**src/cidr_pkg.sv**
```systemverilog
package cidr_pkg;

	// Register map
	localparam logic [7:0]  CIDR_PRODUCT_IDENTIFICATION_OFF = 8'h00;
	localparam logic [31:0] CIDR_UNMAPPED_READ              = 32'h0000_0000;

	// Field positions
	localparam int CIDR_PROD_HI_LSB  = 26;
	localparam int CIDR_REV_HI_LSB   = 24;
	localparam int CIDR_STRAP_LSB    = 16;
	localparam int CIDR_BUFSZ_LSB    = 8;
	localparam int CIDR_PROD_LO_LSB  = 2;
	localparam int CIDR_REV_LO_LSB   = 0;
	localparam int CIDR_STRAP_TIED   = 3;

	// Field widths
	localparam int CIDR_PROD_W  = 6;
	localparam int CIDR_REV_W   = 2;
	localparam int CIDR_STRAP_W = 7;
	localparam int CIDR_BUFSZ_W = 8;

	// Identity values (arbitrary, neutral)
	localparam logic [5:0] CIDR_PRODUCT_CODE  = 6'h15;
	localparam logic [1:0] CIDR_REVISION_CODE = 2'h1;

	// Buffer size: bytes divided by the 4 KB unit
	localparam int         CIDR_BUF_BYTES = 163840;
	localparam int         CIDR_BUF_UNIT  = 4096;
	localparam logic [7:0] CIDR_BUF_UNITS = 8'(CIDR_BUF_BYTES / CIDR_BUF_UNIT);

	// Reset values
	localparam logic [6:0]  CIDR_STRAP_RST = 7'h00;
	localparam logic [31:0] CIDR_RDATA_RST = 32'h0000_0000;

endpackage : cidr_pkg

```
**src/cidr_strap_latch.sv**
```systemverilog
// Holds strap levels captured on the cycle reset is released
module cidr_strap_latch
	import cidr_pkg::*;
(
	input  wire logic        core_clk,
	input  wire logic        srst,
	input  wire logic [6:0]  strap_in,
	output logic      [6:0]  strap_q
);

	logic       in_rst_r;
	logic [6:0] strap_r;

	// Remember reset so the first cycle after release is known
	always_ff @(posedge core_clk) begin
		in_rst_r <= srst;
	end

	// Capture once at release, then hold until next reset
	always_ff @(posedge core_clk) begin
		if (srst) begin
			strap_r <= CIDR_STRAP_RST; // see RL1
		end else if (in_rst_r) begin
			strap_r <= strap_in; // see RL4
		end
	end

	// Tied-high strap always reads as one
	always_comb begin
		strap_q                  = strap_r;
		strap_q[CIDR_STRAP_TIED] = 1'b1; // see RL3
	end

endmodule // cidr_strap_latch

```
**src/cidr_top.sv**
```systemverilog
// Contract
// RL1: All register state comes up cleared after reset unless a field defines its own value.
// RL2: A two-bit revision code reads in bits 25-24 and again in bits 1-0, ignoring writes.
// RL3: Bits 22-16 return the seven strap levels, with bit 19 always reading one.
// RL4: Strap levels are captured as reset is released and held until the next reset.
// RL5: A six-bit product code reads in bits 31-26 and 7-2, with buffer size in 4 KB units in 15-8.
//
// The address-and-strobe port and the register offsets were left to the implementer.
module cidr_top
	import cidr_pkg::*;
(
	input  wire logic        core_clk,
	input  wire logic        srst,
	input  wire logic [6:0]  config_strap_pins,
	input  wire logic [7:0]  addr,
	input  wire logic [31:0] wdata,
	input  wire logic        wr_stb,
	input  wire logic        rd_stb,
	output logic      [31:0] rdata
);

	// Register word width on the bus
	localparam int WORD_W = 32;

	// Top bit of each field, from its base and width
	localparam int PROD_HI_MSB = CIDR_PROD_HI_LSB + CIDR_PROD_W - 1;
	localparam int REV_HI_MSB  = CIDR_REV_HI_LSB + CIDR_REV_W - 1;
	localparam int STRAP_MSB   = CIDR_STRAP_LSB + CIDR_STRAP_W - 1;
	localparam int BUFSZ_MSB   = CIDR_BUFSZ_LSB + CIDR_BUFSZ_W - 1;
	localparam int PROD_LO_MSB = CIDR_PROD_LO_LSB + CIDR_PROD_W - 1;
	localparam int REV_LO_MSB  = CIDR_REV_LO_LSB + CIDR_REV_W - 1;

	// Reserved gap just above the strap field
	localparam int RSVD_BIT    = STRAP_MSB + 1;

	// Read kind; the unused code falls to the lanes' default and reads zero
	typedef enum logic [1:0] {
		RD_NONE = 2'h0,
		RD_ID   = 2'h1,
		RD_MISS = 2'h3
	} cidr_rd_kind_e;

	// Strap levels held since the last reset release
	logic [CIDR_STRAP_W-1:0] strap_q;

	// Identification word, built one bit at a time
	wire  [WORD_W-1:0]       id_word;

	// Bus decode
	logic                    id_hit;
	cidr_rd_kind_e           rd_kind;

	// Readback lanes, one per field
	logic [CIDR_PROD_W-1:0]  prod_hi_nxt;
	logic [CIDR_PROD_W-1:0]  prod_hi_r;
	logic [CIDR_REV_W-1:0]   rev_hi_nxt;
	logic [CIDR_REV_W-1:0]   rev_hi_r;
	logic                    rsvd_nxt;
	logic                    rsvd_r;
	logic [CIDR_STRAP_W-1:0] strap_rd_nxt;
	logic [CIDR_STRAP_W-1:0] strap_rd_r;
	logic [CIDR_BUFSZ_W-1:0] bufsz_nxt;
	logic [CIDR_BUFSZ_W-1:0] bufsz_r;
	logic [CIDR_PROD_W-1:0]  prod_lo_nxt;
	logic [CIDR_PROD_W-1:0]  prod_lo_r;
	logic [CIDR_REV_W-1:0]   rev_lo_nxt;
	logic [CIDR_REV_W-1:0]   rev_lo_r;

	// Write side has no target
	logic                    unused_w;

	// Strap capture lives in its own small module
	cidr_strap_latch u_strap (
		.core_clk (core_clk),
		.srst     (srst),
		.strap_in (config_strap_pins),
		.strap_q  (strap_q)
	);

	// Single mapped offset; any other address is a miss
	assign id_hit = (addr == CIDR_PRODUCT_IDENTIFICATION_OFF);

	// Classify this cycle's read; idle and hit differ in one bit
	always_comb begin
		rd_kind = RD_NONE;
		if (rd_stb && id_hit) begin
			rd_kind = RD_ID;
		end else if (rd_stb) begin
			rd_kind = RD_MISS;
		end
	end

	// Per-bit source map; a bit outside every field reads zero
	for (genvar b = 0; b < WORD_W; b++) begin : g_id_bit
		if (b >= CIDR_PROD_HI_LSB && b <= PROD_HI_MSB) begin : g_prod_hi
			assign id_word[b] = CIDR_PRODUCT_CODE[b - CIDR_PROD_HI_LSB]; // see RL5
		end else if (b >= CIDR_REV_HI_LSB && b <= REV_HI_MSB) begin : g_rev_hi
			assign id_word[b] = CIDR_REVISION_CODE[b - CIDR_REV_HI_LSB]; // see RL2
		end else if (b >= CIDR_STRAP_LSB && b <= STRAP_MSB) begin : g_strap
			assign id_word[b] = strap_q[b - CIDR_STRAP_LSB]; // see RL3
		end else if (b >= CIDR_BUFSZ_LSB && b <= BUFSZ_MSB) begin : g_bufsz
			assign id_word[b] = CIDR_BUF_UNITS[b - CIDR_BUFSZ_LSB]; // see RL5
		end else if (b >= CIDR_PROD_LO_LSB && b <= PROD_LO_MSB) begin : g_prod_lo
			assign id_word[b] = CIDR_PRODUCT_CODE[b - CIDR_PROD_LO_LSB]; // see RL5
		end else if (b >= CIDR_REV_LO_LSB && b <= REV_LO_MSB) begin : g_rev_lo
			assign id_word[b] = CIDR_REVISION_CODE[b - CIDR_REV_LO_LSB]; // see RL2
		end else begin : g_rsvd
			assign id_word[b] = 1'b0;
		end
	end

	// Upper product code lane
	always_comb begin
		unique case (rd_kind)
			RD_ID: begin
				prod_hi_nxt = id_word[PROD_HI_MSB:CIDR_PROD_HI_LSB]; // see RL5
			end
			RD_MISS: begin
				prod_hi_nxt = CIDR_UNMAPPED_READ[PROD_HI_MSB:CIDR_PROD_HI_LSB];
			end
			RD_NONE: begin
				prod_hi_nxt = CIDR_RDATA_RST[PROD_HI_MSB:CIDR_PROD_HI_LSB];
			end
			default: begin
				prod_hi_nxt = CIDR_RDATA_RST[PROD_HI_MSB:CIDR_PROD_HI_LSB];
			end
		endcase
	end

	// Held for one cycle, then back to idle zero
	always_ff @(posedge core_clk) begin
		if (srst) begin
			prod_hi_r <= CIDR_RDATA_RST[PROD_HI_MSB:CIDR_PROD_HI_LSB]; // see RL1
		end else begin
			prod_hi_r <= prod_hi_nxt;
		end
	end

	// Upper revision code lane
	always_comb begin
		unique case (rd_kind)
			RD_ID: begin
				rev_hi_nxt = id_word[REV_HI_MSB:CIDR_REV_HI_LSB]; // see RL2
			end
			RD_MISS: begin
				rev_hi_nxt = CIDR_UNMAPPED_READ[REV_HI_MSB:CIDR_REV_HI_LSB];
			end
			RD_NONE: begin
				rev_hi_nxt = CIDR_RDATA_RST[REV_HI_MSB:CIDR_REV_HI_LSB];
			end
			default: begin
				rev_hi_nxt = CIDR_RDATA_RST[REV_HI_MSB:CIDR_REV_HI_LSB];
			end
		endcase
	end

	// Writes never reach this flop, so the code cannot be altered
	always_ff @(posedge core_clk) begin
		if (srst) begin
			rev_hi_r <= CIDR_RDATA_RST[REV_HI_MSB:CIDR_REV_HI_LSB]; // see RL1
		end else begin
			rev_hi_r <= rev_hi_nxt;
		end
	end

	// Reserved lane, zero on every path
	always_comb begin
		unique case (rd_kind)
			RD_ID: begin
				rsvd_nxt = id_word[RSVD_BIT];
			end
			RD_MISS: begin
				rsvd_nxt = CIDR_UNMAPPED_READ[RSVD_BIT];
			end
			RD_NONE: begin
				rsvd_nxt = CIDR_RDATA_RST[RSVD_BIT];
			end
			default: begin
				rsvd_nxt = CIDR_RDATA_RST[RSVD_BIT];
			end
		endcase
	end

	// Kept as a flop so every read bit has the same timing
	always_ff @(posedge core_clk) begin
		if (srst) begin
			rsvd_r <= CIDR_RDATA_RST[RSVD_BIT]; // see RL1
		end else begin
			rsvd_r <= rsvd_nxt;
		end
	end

	// Strap status lane, fed from the latch and never the live pins
	always_comb begin
		unique case (rd_kind)
			RD_ID: begin
				strap_rd_nxt = id_word[STRAP_MSB:CIDR_STRAP_LSB]; // see RL3
			end
			RD_MISS: begin
				strap_rd_nxt = CIDR_UNMAPPED_READ[STRAP_MSB:CIDR_STRAP_LSB];
			end
			RD_NONE: begin
				strap_rd_nxt = CIDR_RDATA_RST[STRAP_MSB:CIDR_STRAP_LSB];
			end
			default: begin
				strap_rd_nxt = CIDR_RDATA_RST[STRAP_MSB:CIDR_STRAP_LSB];
			end
		endcase
	end

	// Read too early after release and the field reads only the tied-high bit 19
	always_ff @(posedge core_clk) begin
		if (srst) begin
			strap_rd_r <= CIDR_RDATA_RST[STRAP_MSB:CIDR_STRAP_LSB]; // see RL1
		end else begin
			strap_rd_r <= strap_rd_nxt;
		end
	end

	// Buffer size lane, in 4 KB units
	always_comb begin
		unique case (rd_kind)
			RD_ID: begin
				bufsz_nxt = id_word[BUFSZ_MSB:CIDR_BUFSZ_LSB]; // see RL5
			end
			RD_MISS: begin
				bufsz_nxt = CIDR_UNMAPPED_READ[BUFSZ_MSB:CIDR_BUFSZ_LSB];
			end
			RD_NONE: begin
				bufsz_nxt = CIDR_RDATA_RST[BUFSZ_MSB:CIDR_BUFSZ_LSB];
			end
			default: begin
				bufsz_nxt = CIDR_RDATA_RST[BUFSZ_MSB:CIDR_BUFSZ_LSB];
			end
		endcase
	end

	// Held for one cycle, then back to idle zero
	always_ff @(posedge core_clk) begin
		if (srst) begin
			bufsz_r <= CIDR_RDATA_RST[BUFSZ_MSB:CIDR_BUFSZ_LSB]; // see RL1
		end else begin
			bufsz_r <= bufsz_nxt;
		end
	end

	// Lower product code lane, same code as the upper copy
	always_comb begin
		unique case (rd_kind)
			RD_ID: begin
				prod_lo_nxt = id_word[PROD_LO_MSB:CIDR_PROD_LO_LSB]; // see RL5
			end
			RD_MISS: begin
				prod_lo_nxt = CIDR_UNMAPPED_READ[PROD_LO_MSB:CIDR_PROD_LO_LSB];
			end
			RD_NONE: begin
				prod_lo_nxt = CIDR_RDATA_RST[PROD_LO_MSB:CIDR_PROD_LO_LSB];
			end
			default: begin
				prod_lo_nxt = CIDR_RDATA_RST[PROD_LO_MSB:CIDR_PROD_LO_LSB];
			end
		endcase
	end

	// Held for one cycle, then back to idle zero
	always_ff @(posedge core_clk) begin
		if (srst) begin
			prod_lo_r <= CIDR_RDATA_RST[PROD_LO_MSB:CIDR_PROD_LO_LSB]; // see RL1
		end else begin
			prod_lo_r <= prod_lo_nxt;
		end
	end

	// Lower revision code lane, lets a narrow reader see the code
	always_comb begin
		unique case (rd_kind)
			RD_ID: begin
				rev_lo_nxt = id_word[REV_LO_MSB:CIDR_REV_LO_LSB]; // see RL2
			end
			RD_MISS: begin
				rev_lo_nxt = CIDR_UNMAPPED_READ[REV_LO_MSB:CIDR_REV_LO_LSB];
			end
			RD_NONE: begin
				rev_lo_nxt = CIDR_RDATA_RST[REV_LO_MSB:CIDR_REV_LO_LSB];
			end
			default: begin
				rev_lo_nxt = CIDR_RDATA_RST[REV_LO_MSB:CIDR_REV_LO_LSB];
			end
		endcase
	end

	// Held for one cycle, then back to idle zero
	always_ff @(posedge core_clk) begin
		if (srst) begin
			rev_lo_r <= CIDR_RDATA_RST[REV_LO_MSB:CIDR_REV_LO_LSB]; // see RL1
		end else begin
			rev_lo_r <= rev_lo_nxt;
		end
	end

	// Lanes side by side make the read word; every bit comes from a flop
	always_comb begin
		rdata                               = CIDR_RDATA_RST;
		rdata[PROD_HI_MSB:CIDR_PROD_HI_LSB] = prod_hi_r;
		rdata[REV_HI_MSB:CIDR_REV_HI_LSB]   = rev_hi_r;
		rdata[RSVD_BIT]                     = rsvd_r;
		rdata[STRAP_MSB:CIDR_STRAP_LSB]     = strap_rd_r;
		rdata[BUFSZ_MSB:CIDR_BUFSZ_LSB]     = bufsz_r;
		rdata[PROD_LO_MSB:CIDR_PROD_LO_LSB] = prod_lo_r;
		rdata[REV_LO_MSB:CIDR_REV_LO_LSB]   = rev_lo_r;
	end

	// Write port kept for bus symmetry; writes are dropped without effect
	assign unused_w = wr_stb ^ (^wdata); // see RL2

endmodule // cidr_top

```
**config.mk**
```make
export PLATFORM = sky130hd
export DESIGN_NAME = cidr_top
export DESIGN_NICKNAME = d
export VERILOG_FILES = /design/src/cidr_pkg.sv /design/src/cidr_strap_latch.sv /design/src/cidr_top.sv
export SDC_FILE = /design/constraint.sdc
export NUM_CORES = 1
export LEC_CHECK = 0
export ABC_AREA = 1
export BUFFER_PORTS_ARGS = -buffer_cell sky130_fd_sc_hd__buf_2
export CORE_UTILIZATION = 32
export DETAILED_ROUTE_END_ITERATION = 16
export GPL_TIMING_DRIVEN = 0
export PLACE_DENSITY = 0.83
export SKIP_LAST_GASP = 1
export SYNTH_ARGS = -nofsm -noshare
export SYNTH_HDL_FRONTEND = slang
export SYNTH_SLANG_ARGS = --single-unit
```
**constraint.sdc**
```tcl
create_clock -name core_clk -period 0.9 [get_ports core_clk]
set_input_delay 0.045 -clock core_clk [delete_from_list [all_inputs] [get_ports core_clk]]
set_output_delay 0.045 -clock core_clk [all_outputs]
set_load 0.02 [all_outputs]
```
==> results of run 1 <==
==> registers in the layout, indices dropped and copies added (netlist names) <==
signal            flops
strap_rd_r            6
u_strap.strap_r       6
prod_lo_r             1
u_strap.in_rst_r      1
==> layer usage <==
layer,global-route usage,share of wire
met2,0.207,0.48
met1,0.0861,0.37
met5,0,0
met4,0.0686,0.0049
met3,0.0535,0.14
==> power by group through the flow <==
stage | Sequential, mW | Combinational [mW] | Clock [mW]
detailed placement | 0.660 | 0.214 | 0
global placement | 0.659 | 0.207 | 0
finish | 0.642 | 0.219 | 0.327
global route | 0.643 | 0.238 | 0.352
CTS | 0.642 | 0.218 | 0.336
floorplan | 0.659 | 0.162 | 0
==> cell families (layout without fill, tap and decap cells) <==
| kind of cell | count (synthesis) | count (layout) |
|---|---|---|
| buffers and inverters | 34 | 71 |
| and+or+nand+nor | 20 | 20 |
| other | 1 | 15 |
| DFF | 14 | 14 |
| AOI/OAI and AO/OA | 6 | 6 |
==> what timing repair did <==
action,4_1_cts,5_1_grt
hold buffers,1,0
resized for setup,2,0
setup endpoints to repair,11,11
hold endpoints to repair,1,0
setup buffers,0,0
==> Yosys cell counts <==
cell	instances
inv_2	1
conb_1	1
nor3_2	6
nand2_1	1
nor2_1	9
a211oi_1	6
dfxtp_1	14
buf_4	25
nand3_4	1
nor2_2	3
inv_1	7
buf_6	1
==> critical path: stages, from the launching register on <==
cell     delay [ns]
dfxtp_4        0.40
buf_4          0.12
buf_2          0.15
==> worst min path at each step <==
| stage | end |
|---|---|
| after global routing | u_strap.strap_r[4] |
| after CTS | u_strap.strap_r[4] |
| after floorplan | u_strap.in_rst_r |
| final | u_strap.strap_r[4] |
| after global placement | u_strap.in_rst_r |
| after detailed placement | u_strap.in_rst_r |
==> final cells by class <==
type / count / share of cell area
repair buffers: 34 / 0.179
multi-input cells: 41 / 0.240
flip-flops and latches: 14 / 0.290
well taps: 27 / 0.0345
inverters: 8 / 0.0307
plain buffers: 26 / 0.203
clock buffers: 3 / 0.0230
==> flow_summary.rst, run 1 <==
.. list-table::
   :header-rows: 1

   * - Metric
     - Value
   * - Run status
     - finished, violations left
   * - Violated checks
     - setup timing
   * - F_max
     - 1030 MHz
   * - Final antenna diode count
     - 0
   * - Routed len/inst
     - 7.93 µm
   * - Portion of total power attributed to sequential cells
     - 0.541
   * - Clock tree skew after final layout
     - 0.00272 ns
   * - Combinational group share of total power
     - 0.184
   * - X dimension of the die
     - 48.5 µm
   * - I/O pin count
     - 83
   * - Layout Cell Area excl Fill
     - 980 µm²
   * - Via count
     - 560
   * - Total placed instance area
     - 943 µm²
   * - Count of cells along the worst register-to-register path
     - 4
   * - Critical path data arrival time
     - 0.93 ns
   * - Vert. Die Dim
     - 48.5 µm
   * - Launch instance of the worst min-delay path
     - srst
   * - Non-filler instance count after layout
     - 153
   * - MaxCap Viol Count
     - 0
   * - Number of synthesized register bits
     - 14
   * - Summed instance area of the synthesized netlist
     - 692 µm²
   * - Total number of nets in the final design
     - 179
   * - Via count of the first global-routing pass
     - 493
   * - Number of port buffers
     - 33
   * - Total CTS buffers
     - 3
   * - Time the final worst path needs with I/O delays and setup
     - 0.975 ns
   * - Growth of design area from synthesis to finish
     - 41.6%
   * - Total instance count after detailed placement
     - 149
   * - Register Area
     - 284 µm²
   * - # DRC
     - 0
   * - Setup violation total in the final timing report
     - 10
   * - Period utilisation layout
     - 1.08
   * - Avg Vias per Cell
     - 3.66
   * - CTS tree
     - built
   * - Final Max Slew Viols
     - 0
   * - Number of antenna violations at the first check in global routing
     - 0
   * - Cell leakage power
     - 0.539 nW
   * - Most frequent cells in the layout
     - 33 x buf_2, 25 x buf_4, 15 x conb_1, 13 x dfxtp_1, 9 x nor2_1
   * - Unique masters post-synth
     - 12
   * - Sequential area share after synthesis
     - 0.405
   * - Setup repair after global routing missed its margin
     - true
   * - Cells on Worst Hold Path
     - 2
   * - Hold slack
     - 0.0587 ns
   * - Fraction of synthesized area in multiplexers
     - 0
   * - Nature of the critical path startpoint
     - flip-flop
   * - Worst-case setup slack after placement
     - 0.0482 ns
   * - Portion of synthesized cell area occupied by the leading cell type
     - 0.405
   * - Peak ir drop on the vdd network
     - 461 µV
   * - Maximum buffer depth of the clock tree
     - 2
   * - Half-perimeter wire length after detailed placement
     - 1060 µm
   * - Biggest fanout along the worst timing path
     - 11
   * - Post-layout util
     - 0.489
   * - Fill cell instance count of the final layout
     - 203
   * - Worst Setup Slack, final
     - -0.0745 ns
   * - Global-route wire length before repair
     - 1900 µm
   * - End of the worst register-to-register path
     - u_strap.strap_r[1]
   * - Worst skew pair latency
     - 0.27 ns
   * - Pre-antenna DRT Iters
     - 2
   * - Multi-input gate area
     - 235 µm²
   * - Cell Int Power
     - 887 µW
   * - Most common cell after layout, fill and taps aside
     - buf_2
   * - Element type at the critical path end
     - primary output
   * - Total track usage
     - 0.109
   * - CTS H-tree lvls
     - 1
   * - Number of warnings reported in the yosys synthesis log
     - 0
   * - Antenna Violating Nets Remaining
     - 0
   * - Adder and majority cell fraction of the synthesized area
     - 0
   * - Syn_area_per_cell
     - 9.23 µm²
   * - Root Buffer Master
     - clkbuf_4
   * - Pin count of the biggest net entering global routing
     - 12
   * - Std-Cell Rows
     - 16
   * - Initial DRC count
     - 3
   * - Path class of the lowest-slack min-delay path
     - primary input to flip-flop
   * - Synth top area cells
     - dfxtp_1 41%, buf_4 27%, nor3_2 8.7%, a211oi_1 6.5%, nor2_1 4.9%
   * - Critical Path End
     - rdata[11]
   * - Reg2Reg Launch Point
     - u_strap.in_rst_r
   * - RePlAce Congestion
     - 0.707
   * - Critical path start-end classification
     - flip-flop to primary output
   * - Clock sink total
     - 14
   * - Post-Syn Instances
     - 75
   * - Final global-route overflow total
     - 0
   * - Area of the core
     - 2000 µm²
   * - Fraction of final layout cells sized beyond drive strength 1
     - 0.587
   * - Parity-gate share of the synthesized area counting xor and xnor cells
     - 0
   * - Cell type with the largest total area after synthesis
     - dfxtp_1
   * - Die area
     - 2350 µm²
   * - Post-route total power
     - 1.19 mW
   * - Area fraction in compound gates after synthesis
     - 0.0651
   * - Combinational family with the most area after synthesis
     - buffers and inverters
   * - Reg-to-reg setup timing slack
     - 0.09 ns
   * - Setup TNS
     - -0.673 ns
   * - Post-synthesis share of cell area spent on and, or, nand and nor gates
     - 0.193
   * - Relative contribution of the clock network to total power
     - 0.275
   * - Clock slew seen by the registers of the worst setup and hold paths
     - 0.07 ns
   * - Launching element of the worst setup path
     - prod_lo_r[2]
   * - Initial core utilization
     - 0.346
   * - CP required
     - 0.85 ns
   * - Power density normalized to cell area
     - 1210 nW/µm²
   * - Net switching power figure
     - 301 µW
   * - Proportion of total power due to net switching
     - 0.253
   * - Final Hold Viols
     - 0
   * - Total length of routed wires
     - 1210 µm
No activity file was read; power rests on OpenSTA's default activity.
==> run 2, diff against run 1 <==
--- a/config.mk
+++ b/config.mk
@@ -7,10 +7,12 @@
 export LEC_CHECK = 0
 export ABC_AREA = 1
 export BUFFER_PORTS_ARGS = -buffer_cell sky130_fd_sc_hd__buf_2
+export CORE_ASPECT_RATIO = 0.9
 export CORE_UTILIZATION = 32
 export DETAILED_ROUTE_END_ITERATION = 16
 export GPL_TIMING_DRIVEN = 0
 export PLACE_DENSITY = 0.83
+export RECOVER_POWER = 100
 export SKIP_LAST_GASP = 1
 export SYNTH_ARGS = -nofsm -noshare
 export SYNTH_HDL_FRONTEND = slang
==> flow_summary.rst, run 2 (synthesis results as in run 1) <==
.. list-table::
   :header-rows: 1

   * - Metric
     - Value
   * - Run status
     - finished, violations left (unchanged)
   * - Violated checks
     - setup timing (unchanged)
   * - Fraction of final layout cells sized beyond drive strength 1
     - 0.520 (was 0.587)
   * - Power density normalized to cell area
     - 1350 nW/µm² (was 1210 nW/µm²)
   * - Maximum buffer depth of the clock tree
     - 2 (unchanged)
   * - Critical path start-end classification
     - flip-flop to primary output (unchanged)
   * - CP required
     - 0.85 ns (about the same)
   * - Total track usage
     - 0.102 (was 0.109)
   * - Registers with the most flip-flops
     - strap_rd_r (6), u_strap.strap_r (6) (unchanged)
   * - Cell leakage power
     - 0.536 nW (was 0.539 nW)
   * - Time the final worst path needs with I/O delays and setup
     - 0.976 ns (was 0.975 ns)
   * - Worst Setup Slack, final
     - -0.0759 ns (was -0.0745 ns)
   * - Path class of the lowest-slack min-delay path
     - primary input to flip-flop (unchanged)
   * - Area of the core
     - 1970 µm² (was 2000 µm²)
   * - Growth of design area from synthesis to finish
     - 37.4% (was 41.6%)
   * - Pin count of the biggest net entering global routing
     - 12 (unchanged)
   * - Most common cell after layout, fill and taps aside
     - buf_2 (unchanged)
   * - Biggest cell delay along the critical path
     - 0.40 ns (about the same)
   * - Peak ir drop on the vdd network
     - 992 µV (was 461 µV)
   * - Global-route wire length before repair
     - 1700 µm (was 1900 µm)
   * - Largest delay share family, worst path
     - flip-flops (unchanged)
   * - Via count
     - 559 (was 560)
   * - Series of cell instances along the critical path
     - buf_4, buf_2 (unchanged)
   * - Detailed-routed wire length on met3
     - 134 µm (was 175 µm)
   * - CTS H-tree lvls
     - 1 (unchanged)
   * - Post-route total power
     - 1.28 mW (was 1.19 mW)
   * - F_max
     - 1020 MHz (was 1030 MHz)
   * - Final antenna diode count
     - 0 (unchanged)
   * - I/O pin count
     - 83 (unchanged)
   * - Routed met2 length
     - 512 µm (was 586 µm)
   * - Final Hold Viols
     - 0 (unchanged)
   * - Worst-case setup slack after placement
     - 0.0514 ns (was 0.0482 ns)
   * - # DRC
     - 0 (unchanged)
   * - RePlAce Congestion
     - 0.603 (was 0.707)
   * - Avg Vias per Cell
     - 3.68 (was 3.66)
   * - Final Max Slew Viols
     - 0 (unchanged)
   * - Number of port buffers
     - 33 (unchanged)
   * - Die area
     - 2350 µm² (about the same)
   * - Element type at the critical path end
     - primary output (unchanged)
   * - X dimension of the die
     - 51.0 µm (was 48.5 µm)
   * - Final global-route overflow total
     - 0 (unchanged)
   * - Total length of routed wires
     - 1130 µm (was 1210 µm)
   * - Routed metal-1 wirelength
     - 483 µm (was 445 µm)
   * - Setup repair after global routing missed its margin
     - true (unchanged)
   * - Root Buffer Master
     - clkbuf_4 (unchanged)
   * - Top routing layer in use
     - met3 (was met4)
   * - Worst skew pair latency
     - 0.27 ns (about the same)
   * - Master of the slowest instance on the critical path
     - dfxtp_4 (unchanged)
   * - Period utilisation layout
     - 1.08 (about the same)
   * - Initial core utilization
     - 0.351 (was 0.346)
   * - CTS tree
     - built (unchanged)
   * - Vert. Die Dim
     - 46.1 µm (was 48.5 µm)
   * - Clock sink total
     - 14 (unchanged)
   * - Initial DRC count
     - 6 (was 3)
   * - Total placed instance area
     - 941 µm² (was 943 µm²)
   * - MaxCap Viol Count
     - 0 (unchanged)
   * - Clock tree skew after final layout
     - 0.00438 ns (was 0.00272 ns)
   * - Half-perimeter wire length after detailed placement
     - 936 µm (was 1060 µm)
   * - Number of antenna violations at the first check in global routing
     - 0 (unchanged)
   * - Layout Cell Area excl Fill
     - 951 µm² (was 980 µm²)
   * - Clock slew seen by the registers of the worst setup and hold paths
     - 0.08 ns (was 0.07 ns)
   * - Nature of the critical path startpoint
     - flip-flop (unchanged)
   * - Std-Cell Rows
     - 15 (was 16)
   * - Most frequent cells in the layout
     - 26 x buf_2, 25 x buf_4, 15 x conb_1, 13 x dfxtp_1, 10 x nor2_1 (was 33 x buf_2, 25 x buf_4, 15 x conb_1, 13 x dfxtp_1, 9 x nor2_1)
   * - Total number of nets in the final design
     - 179 (unchanged)
   * - Routed len/inst
     - 7.44 µm (was 7.93 µm)
   * - Antenna Violating Nets Remaining
     - 0 (unchanged)
   * - Setup violation total in the final timing report
     - 10 (unchanged)
   * - Biggest fanout along the worst timing path
     - 11 (unchanged)
   * - Via count of the first global-routing pass
     - 456 (was 493)
   * - Post-layout util
     - 0.483 (was 0.489)
   * - Bufs and invs on worst path
     - 2 (unchanged)
   * - Total CTS buffers
     - 3 (unchanged)
   * - Pre-antenna DRT Iters
     - 3 (was 2)
   * - Critical path data arrival time
     - 0.93 ns (about the same)
[run 2: area by class of cell]
type | instances | area [µm²]
repair buffers | 34 | 174
fillers | 195 | 1020
plain buffers | 26 | 193
well taps | 25 | 31.3
clock buffers | 4 | 36.3
flip-flops and latches | 14 | 284
inverters | 8 | 30.0
multi-input cells | 41 | 203
[run 2: layer usage]
| metal | GRT usage | vias up |
|---|---|---|
| met5 | 0 | - |
| met4 | 0.0167 | 0 |
| met3 | 0.0594 | 0 |
| met2 | 0.189 | 37 |
| met1 | 0.0998 | 224 |
| li1 | - | 298 |
[run 2: worst paths after layout]
path	cells after the start	slack (ns)	start	end
min	3	0.05	config_strap_pins[0]	u_strap.strap_r[0]
min reg2reg	2	0.46	u_strap.strap_r[1]	strap_rd_r[1]
max	2	-0.08	prod_lo_r[2]	rdata[13]
max reg2reg	4	0	u_strap.in_rst_r	u_strap.strap_r[2]
[run 2: repair_timing]
item / 4_1_cts / 5_1_grt
resized for setup: 2 / 0
endpoints found under the hold margin: 1 / 0
setup buffers: 0 / 0
hold buffers: 1 / 0
setup endpoints to repair: 11 / 11
[run 2: per-stage QoR]
stage | instances | hold WS [ns] | setup TNS (ns)
floorplan | 89 | 0.0727 | 0
global placement | 147 | 0.269 | 0
detailed placement | 147 | 0.278 | 0
CTS | 152 | 0.0461 | -0.846
global route | 152 | 0.0363 | -1.61
finish | 152 | 0.0527 | -0.715
[run 2: worst register-to-register path: stages (launching register included)]
cell	delay, ns
dfxtp_1	0.30
inv_1	0.07
clkbuf_2	0.21
nor2_1	0.06
a211oi_1	0.17
[run 2: report_power, final]
group	switching (mW)	total, mW	internal [mW]	leakage [nW]
clock network	0.185	0.431	0.246	0.0210
logic	0.116	0.206	0.0907	0.399
registers	0.00501	0.642	0.637	0.116
total	0.306	1.28	0.973	0.536
==> run 3, diff against run 2 <==
--- a/config.mk
+++ b/config.mk
@@ -13,6 +13,7 @@
 export GPL_TIMING_DRIVEN = 0
 export PLACE_DENSITY = 0.83
 export RECOVER_POWER = 100
+export SETUP_SLACK_MARGIN = 0.5
 export SKIP_LAST_GASP = 1
 export SYNTH_ARGS = -nofsm -noshare
 export SYNTH_HDL_FRONTEND = slang
==> flow_summary.rst, run 3 (synthesis results as in run 1) <==
.. list-table::
   :header-rows: 1

   * - Metric
     - Value
   * - Worst skew pair latency
     - 0.27 ns (about the same)
   * - Avg Vias per Cell
     - 3.83 (was 3.68)
   * - Time the final worst path needs with I/O delays and setup
     - 1.03 ns (was 0.976 ns)
   * - Path class of the lowest-slack min-delay path
     - primary input to flip-flop (unchanged)
   * - Number of port buffers
     - 33 (unchanged)
   * - Slew of the pin with the lowest slew margin
     - 0.546 ns
   * - Total number of nets in the final design
     - 182 (was 179)
   * - Growth of design area from synthesis to finish
     - 70.7% (was 37.4%)
   * - Via count
     - 593 (was 559)
   * - Critical path data arrival time
     - 0.99 ns (was 0.93 ns)
   * - Post-layout util
     - 0.599 (was 0.483)
   * - Proportion of total power due to net switching
     - 0.254 (was 0.239)
   * - MaxCap Viol Count
     - 0 (unchanged)
   * - Relative contribution of the clock network to total power
     - 0.330 (was 0.337)
   * - Clock sink total
     - 14 (unchanged)
   * - Setup violation total in the final timing report
     - 12 (was 10)
   * - Power density normalized to cell area
     - 1120 nW/µm² (was 1350 nW/µm²)
   * - Run status
     - finished, violations left (unchanged)
   * - X dimension of the die
     - 51.0 µm (unchanged)
   * - Total CTS buffers
     - 3 (unchanged)
   * - Final Max Slew Viols
     - 0 (unchanged)
   * - Portion of total power attributed to sequential cells
     - 0.487 (was 0.502)
   * - Critical path start-end classification
     - flip-flop to primary output (unchanged)
   * - Final antenna diode count
     - 0 (unchanged)
   * - Die area
     - 2350 µm² (unchanged)
   * - F_max
     - 967 MHz (was 1020 MHz)
   * - Violated checks
     - setup timing (unchanged)
   * - Root Buffer Master
     - clkbuf_4 (unchanged)
   * - Total track usage
     - 0.137 (was 0.102)
   * - Registers with the most flip-flops
     - strap_rd_r (6), u_strap.strap_r (6) (unchanged)
   * - Biggest fanout along the worst timing path
     - 5 (was 11)
   * - Global-route wire length before repair
     - 2130 µm (was 1700 µm)
   * - Via count of the first global-routing pass
     - 509 (was 456)
   * - Element type at the critical path end
     - primary output (unchanged)
   * - Half-perimeter wire length after detailed placement
     - 1100 µm (was 936 µm)
   * - Antenna Violating Nets Remaining
     - 0 (unchanged)
   * - Area of the core
     - 1970 µm² (unchanged)
   * - Most frequent cells in the layout
     - 30 x buf_6, 16 x buf_2, 15 x buf_4, 15 x conb_1, 9 x dfxtp_1 (was 26 x buf_2, 25 x buf_4, 15 x conb_1, 13 x dfxtp_1, 10 x nor2_1)
   * - Total placed instance area
     - 1020 µm² (was 941 µm²)
   * - Setup repair after global routing missed its margin
     - true (unchanged)
   * - Total length of routed wires
     - 1550 µm (was 1130 µm)
   * - Rel. slew slack
     - 0.636
   * - Final Hold Viols
     - 0 (unchanged)
   * - Net switching power figure
     - 337 µW (was 306 µW)
   * - RePlAce Congestion
     - 0.607 (was 0.603)
   * - Clock slew seen by the registers of the worst setup and hold paths
     - 0.08 ns (about the same)
   * - Vert. Die Dim
     - 46.1 µm (unchanged)
   * - Initial DRC count
     - 2 (was 6)
   * - Initial core utilization
     - 0.351 (unchanged)
   * - Combinational group share of total power
     - 0.183 (was 0.161)
   * - Clock tree skew after final layout
     - 0.00207 ns (was 0.00438 ns)
   * - Cell Int Power
     - 990 µW (was 973 µW)
   * - Peak ir drop on the vdd network
     - 928 µV (was 992 µV)
   * - Pre-antenna DRT Iters
     - 3 (unchanged)
   * - Fraction of final layout cells sized beyond drive strength 1
     - 0.677 (was 0.520)
   * - Period utilisation layout
     - 1.15 (was 1.08)
   * - Routed len/inst
     - 9.99 µm (was 7.44 µm)
   * - CTS tree
     - built (unchanged)
   * - CTS H-tree lvls
     - 1 (unchanged)
   * - Layout Cell Area excl Fill
     - 1180 µm² (was 951 µm²)
   * - Number of antenna violations at the first check in global routing
     - 0 (unchanged)
   * - Most common cell after layout, fill and taps aside
     - buf_6 (was buf_2)
   * - CP required
     - 0.85 ns (about the same)
   * - Cell leakage power
     - 0.587 nW (was 0.536 nW)
   * - Maximum buffer depth of the clock tree
     - 2 (unchanged)
   * - Std-Cell Rows
     - 15 (unchanged)
   * - Nature of the critical path startpoint
     - flip-flop (unchanged)
   * - Worst Setup Slack, final
     - -0.134 ns (was -0.0759 ns)
   * - I/O pin count
     - 83 (unchanged)
   * - Final global-route overflow total
     - 0 (unchanged)
   * - # DRC
     - 0 (unchanged)
   * - Pin count of the biggest net entering global routing
     - 9 (was 12)
## run 3: cell types whose count changed in the layout (fill, tap and decap cells not counted), sizes merged
cell and change:
buf +10, clkbuf -6, dlygate4sd3 -1
## run 3: worst paths after layout
path,slack [ns],startpoint,to,depth (start not counted)
worst max-delay path,-0.13,prod_lo_r[2],rdata[19],3
worst min-delay path,0.04,config_strap_pins[2],u_strap.strap_r[2],3
worst max register to register,-0.02,u_strap.in_rst_r,u_strap.strap_r[0],4
worst min register to register,0.44,u_strap.strap_r[2],strap_rd_r[2],2
## run 3: critical path, cell delays in order, from the launching register on
cell and delay (ns):
dfxtp_4 0.36, buf_6 0.13, buf_6 0.11, buf_6 0.12
## run 3: area by class of cell
class	count	area, µm²
Inverter	8	37.5
Fill cell	178	790
Buffer	26	230
Tap cell	25	31.3
Clock buffer	4	36.3
Timing Repair Buffer	37	309
Sequential cell	14	289
Multi-Input combinational cell	41	248
## run 3: power by group through the flow
| stage | Clock (mW) | Combinational (mW) | Sequential [mW] |
|---|---|---|---|
| after global placement | 0 | 0.223 | 0.657 |
| after CTS | 0.458 | 0.244 | 0.647 |
| after floorplan | 0 | 0.172 | 0.657 |
| after global routing | 0.486 | 0.261 | 0.648 |
| final | 0.437 | 0.243 | 0.646 |
| after detailed placement | 0 | 0.231 | 0.658 |
## run 3: per-stage QoR
| stage | worst slack (ns) | hold WS (ns) | std cells | setup TNS [ns] | power, mW |
|---|---|---|---|---|---|
| after CTS | -0.144 | -0.00893 | 155 | -1.47 | 1.35 |
| after detailed placement | 0.122 | 0.283 | 147 | 0 | 0.889 |
| after global routing | -0.174 | 0.0486 | 155 | -2.01 | 1.39 |
| after global placement | 0.163 | 0.278 | 147 | 0 | 0.881 |
| final | -0.134 | 0.0433 | 155 | -1.35 | 1.33 |
| after floorplan | 0.178 | 0.0727 | 89 | 0 | 0.829 |
## run 3: metal layers
layer / wire length [µm] / vias up / track usage
met1: 542 / 250 / 0.104
met5: 0 / - / 0
met2: 842 / 38 / 0.295
li1: - / 305 / -
met4: 0 / 0 / 0.0500
met3: 162 / 0 / 0.0627
## run 3: timing repair
item	in CTS	in global routing
hold endpoints to repair	1	1
gates cloned	1	0
pin swaps	0	1
setup endpoints to repair	29	29
resized for setup	47	5
buffers inserted	3	0
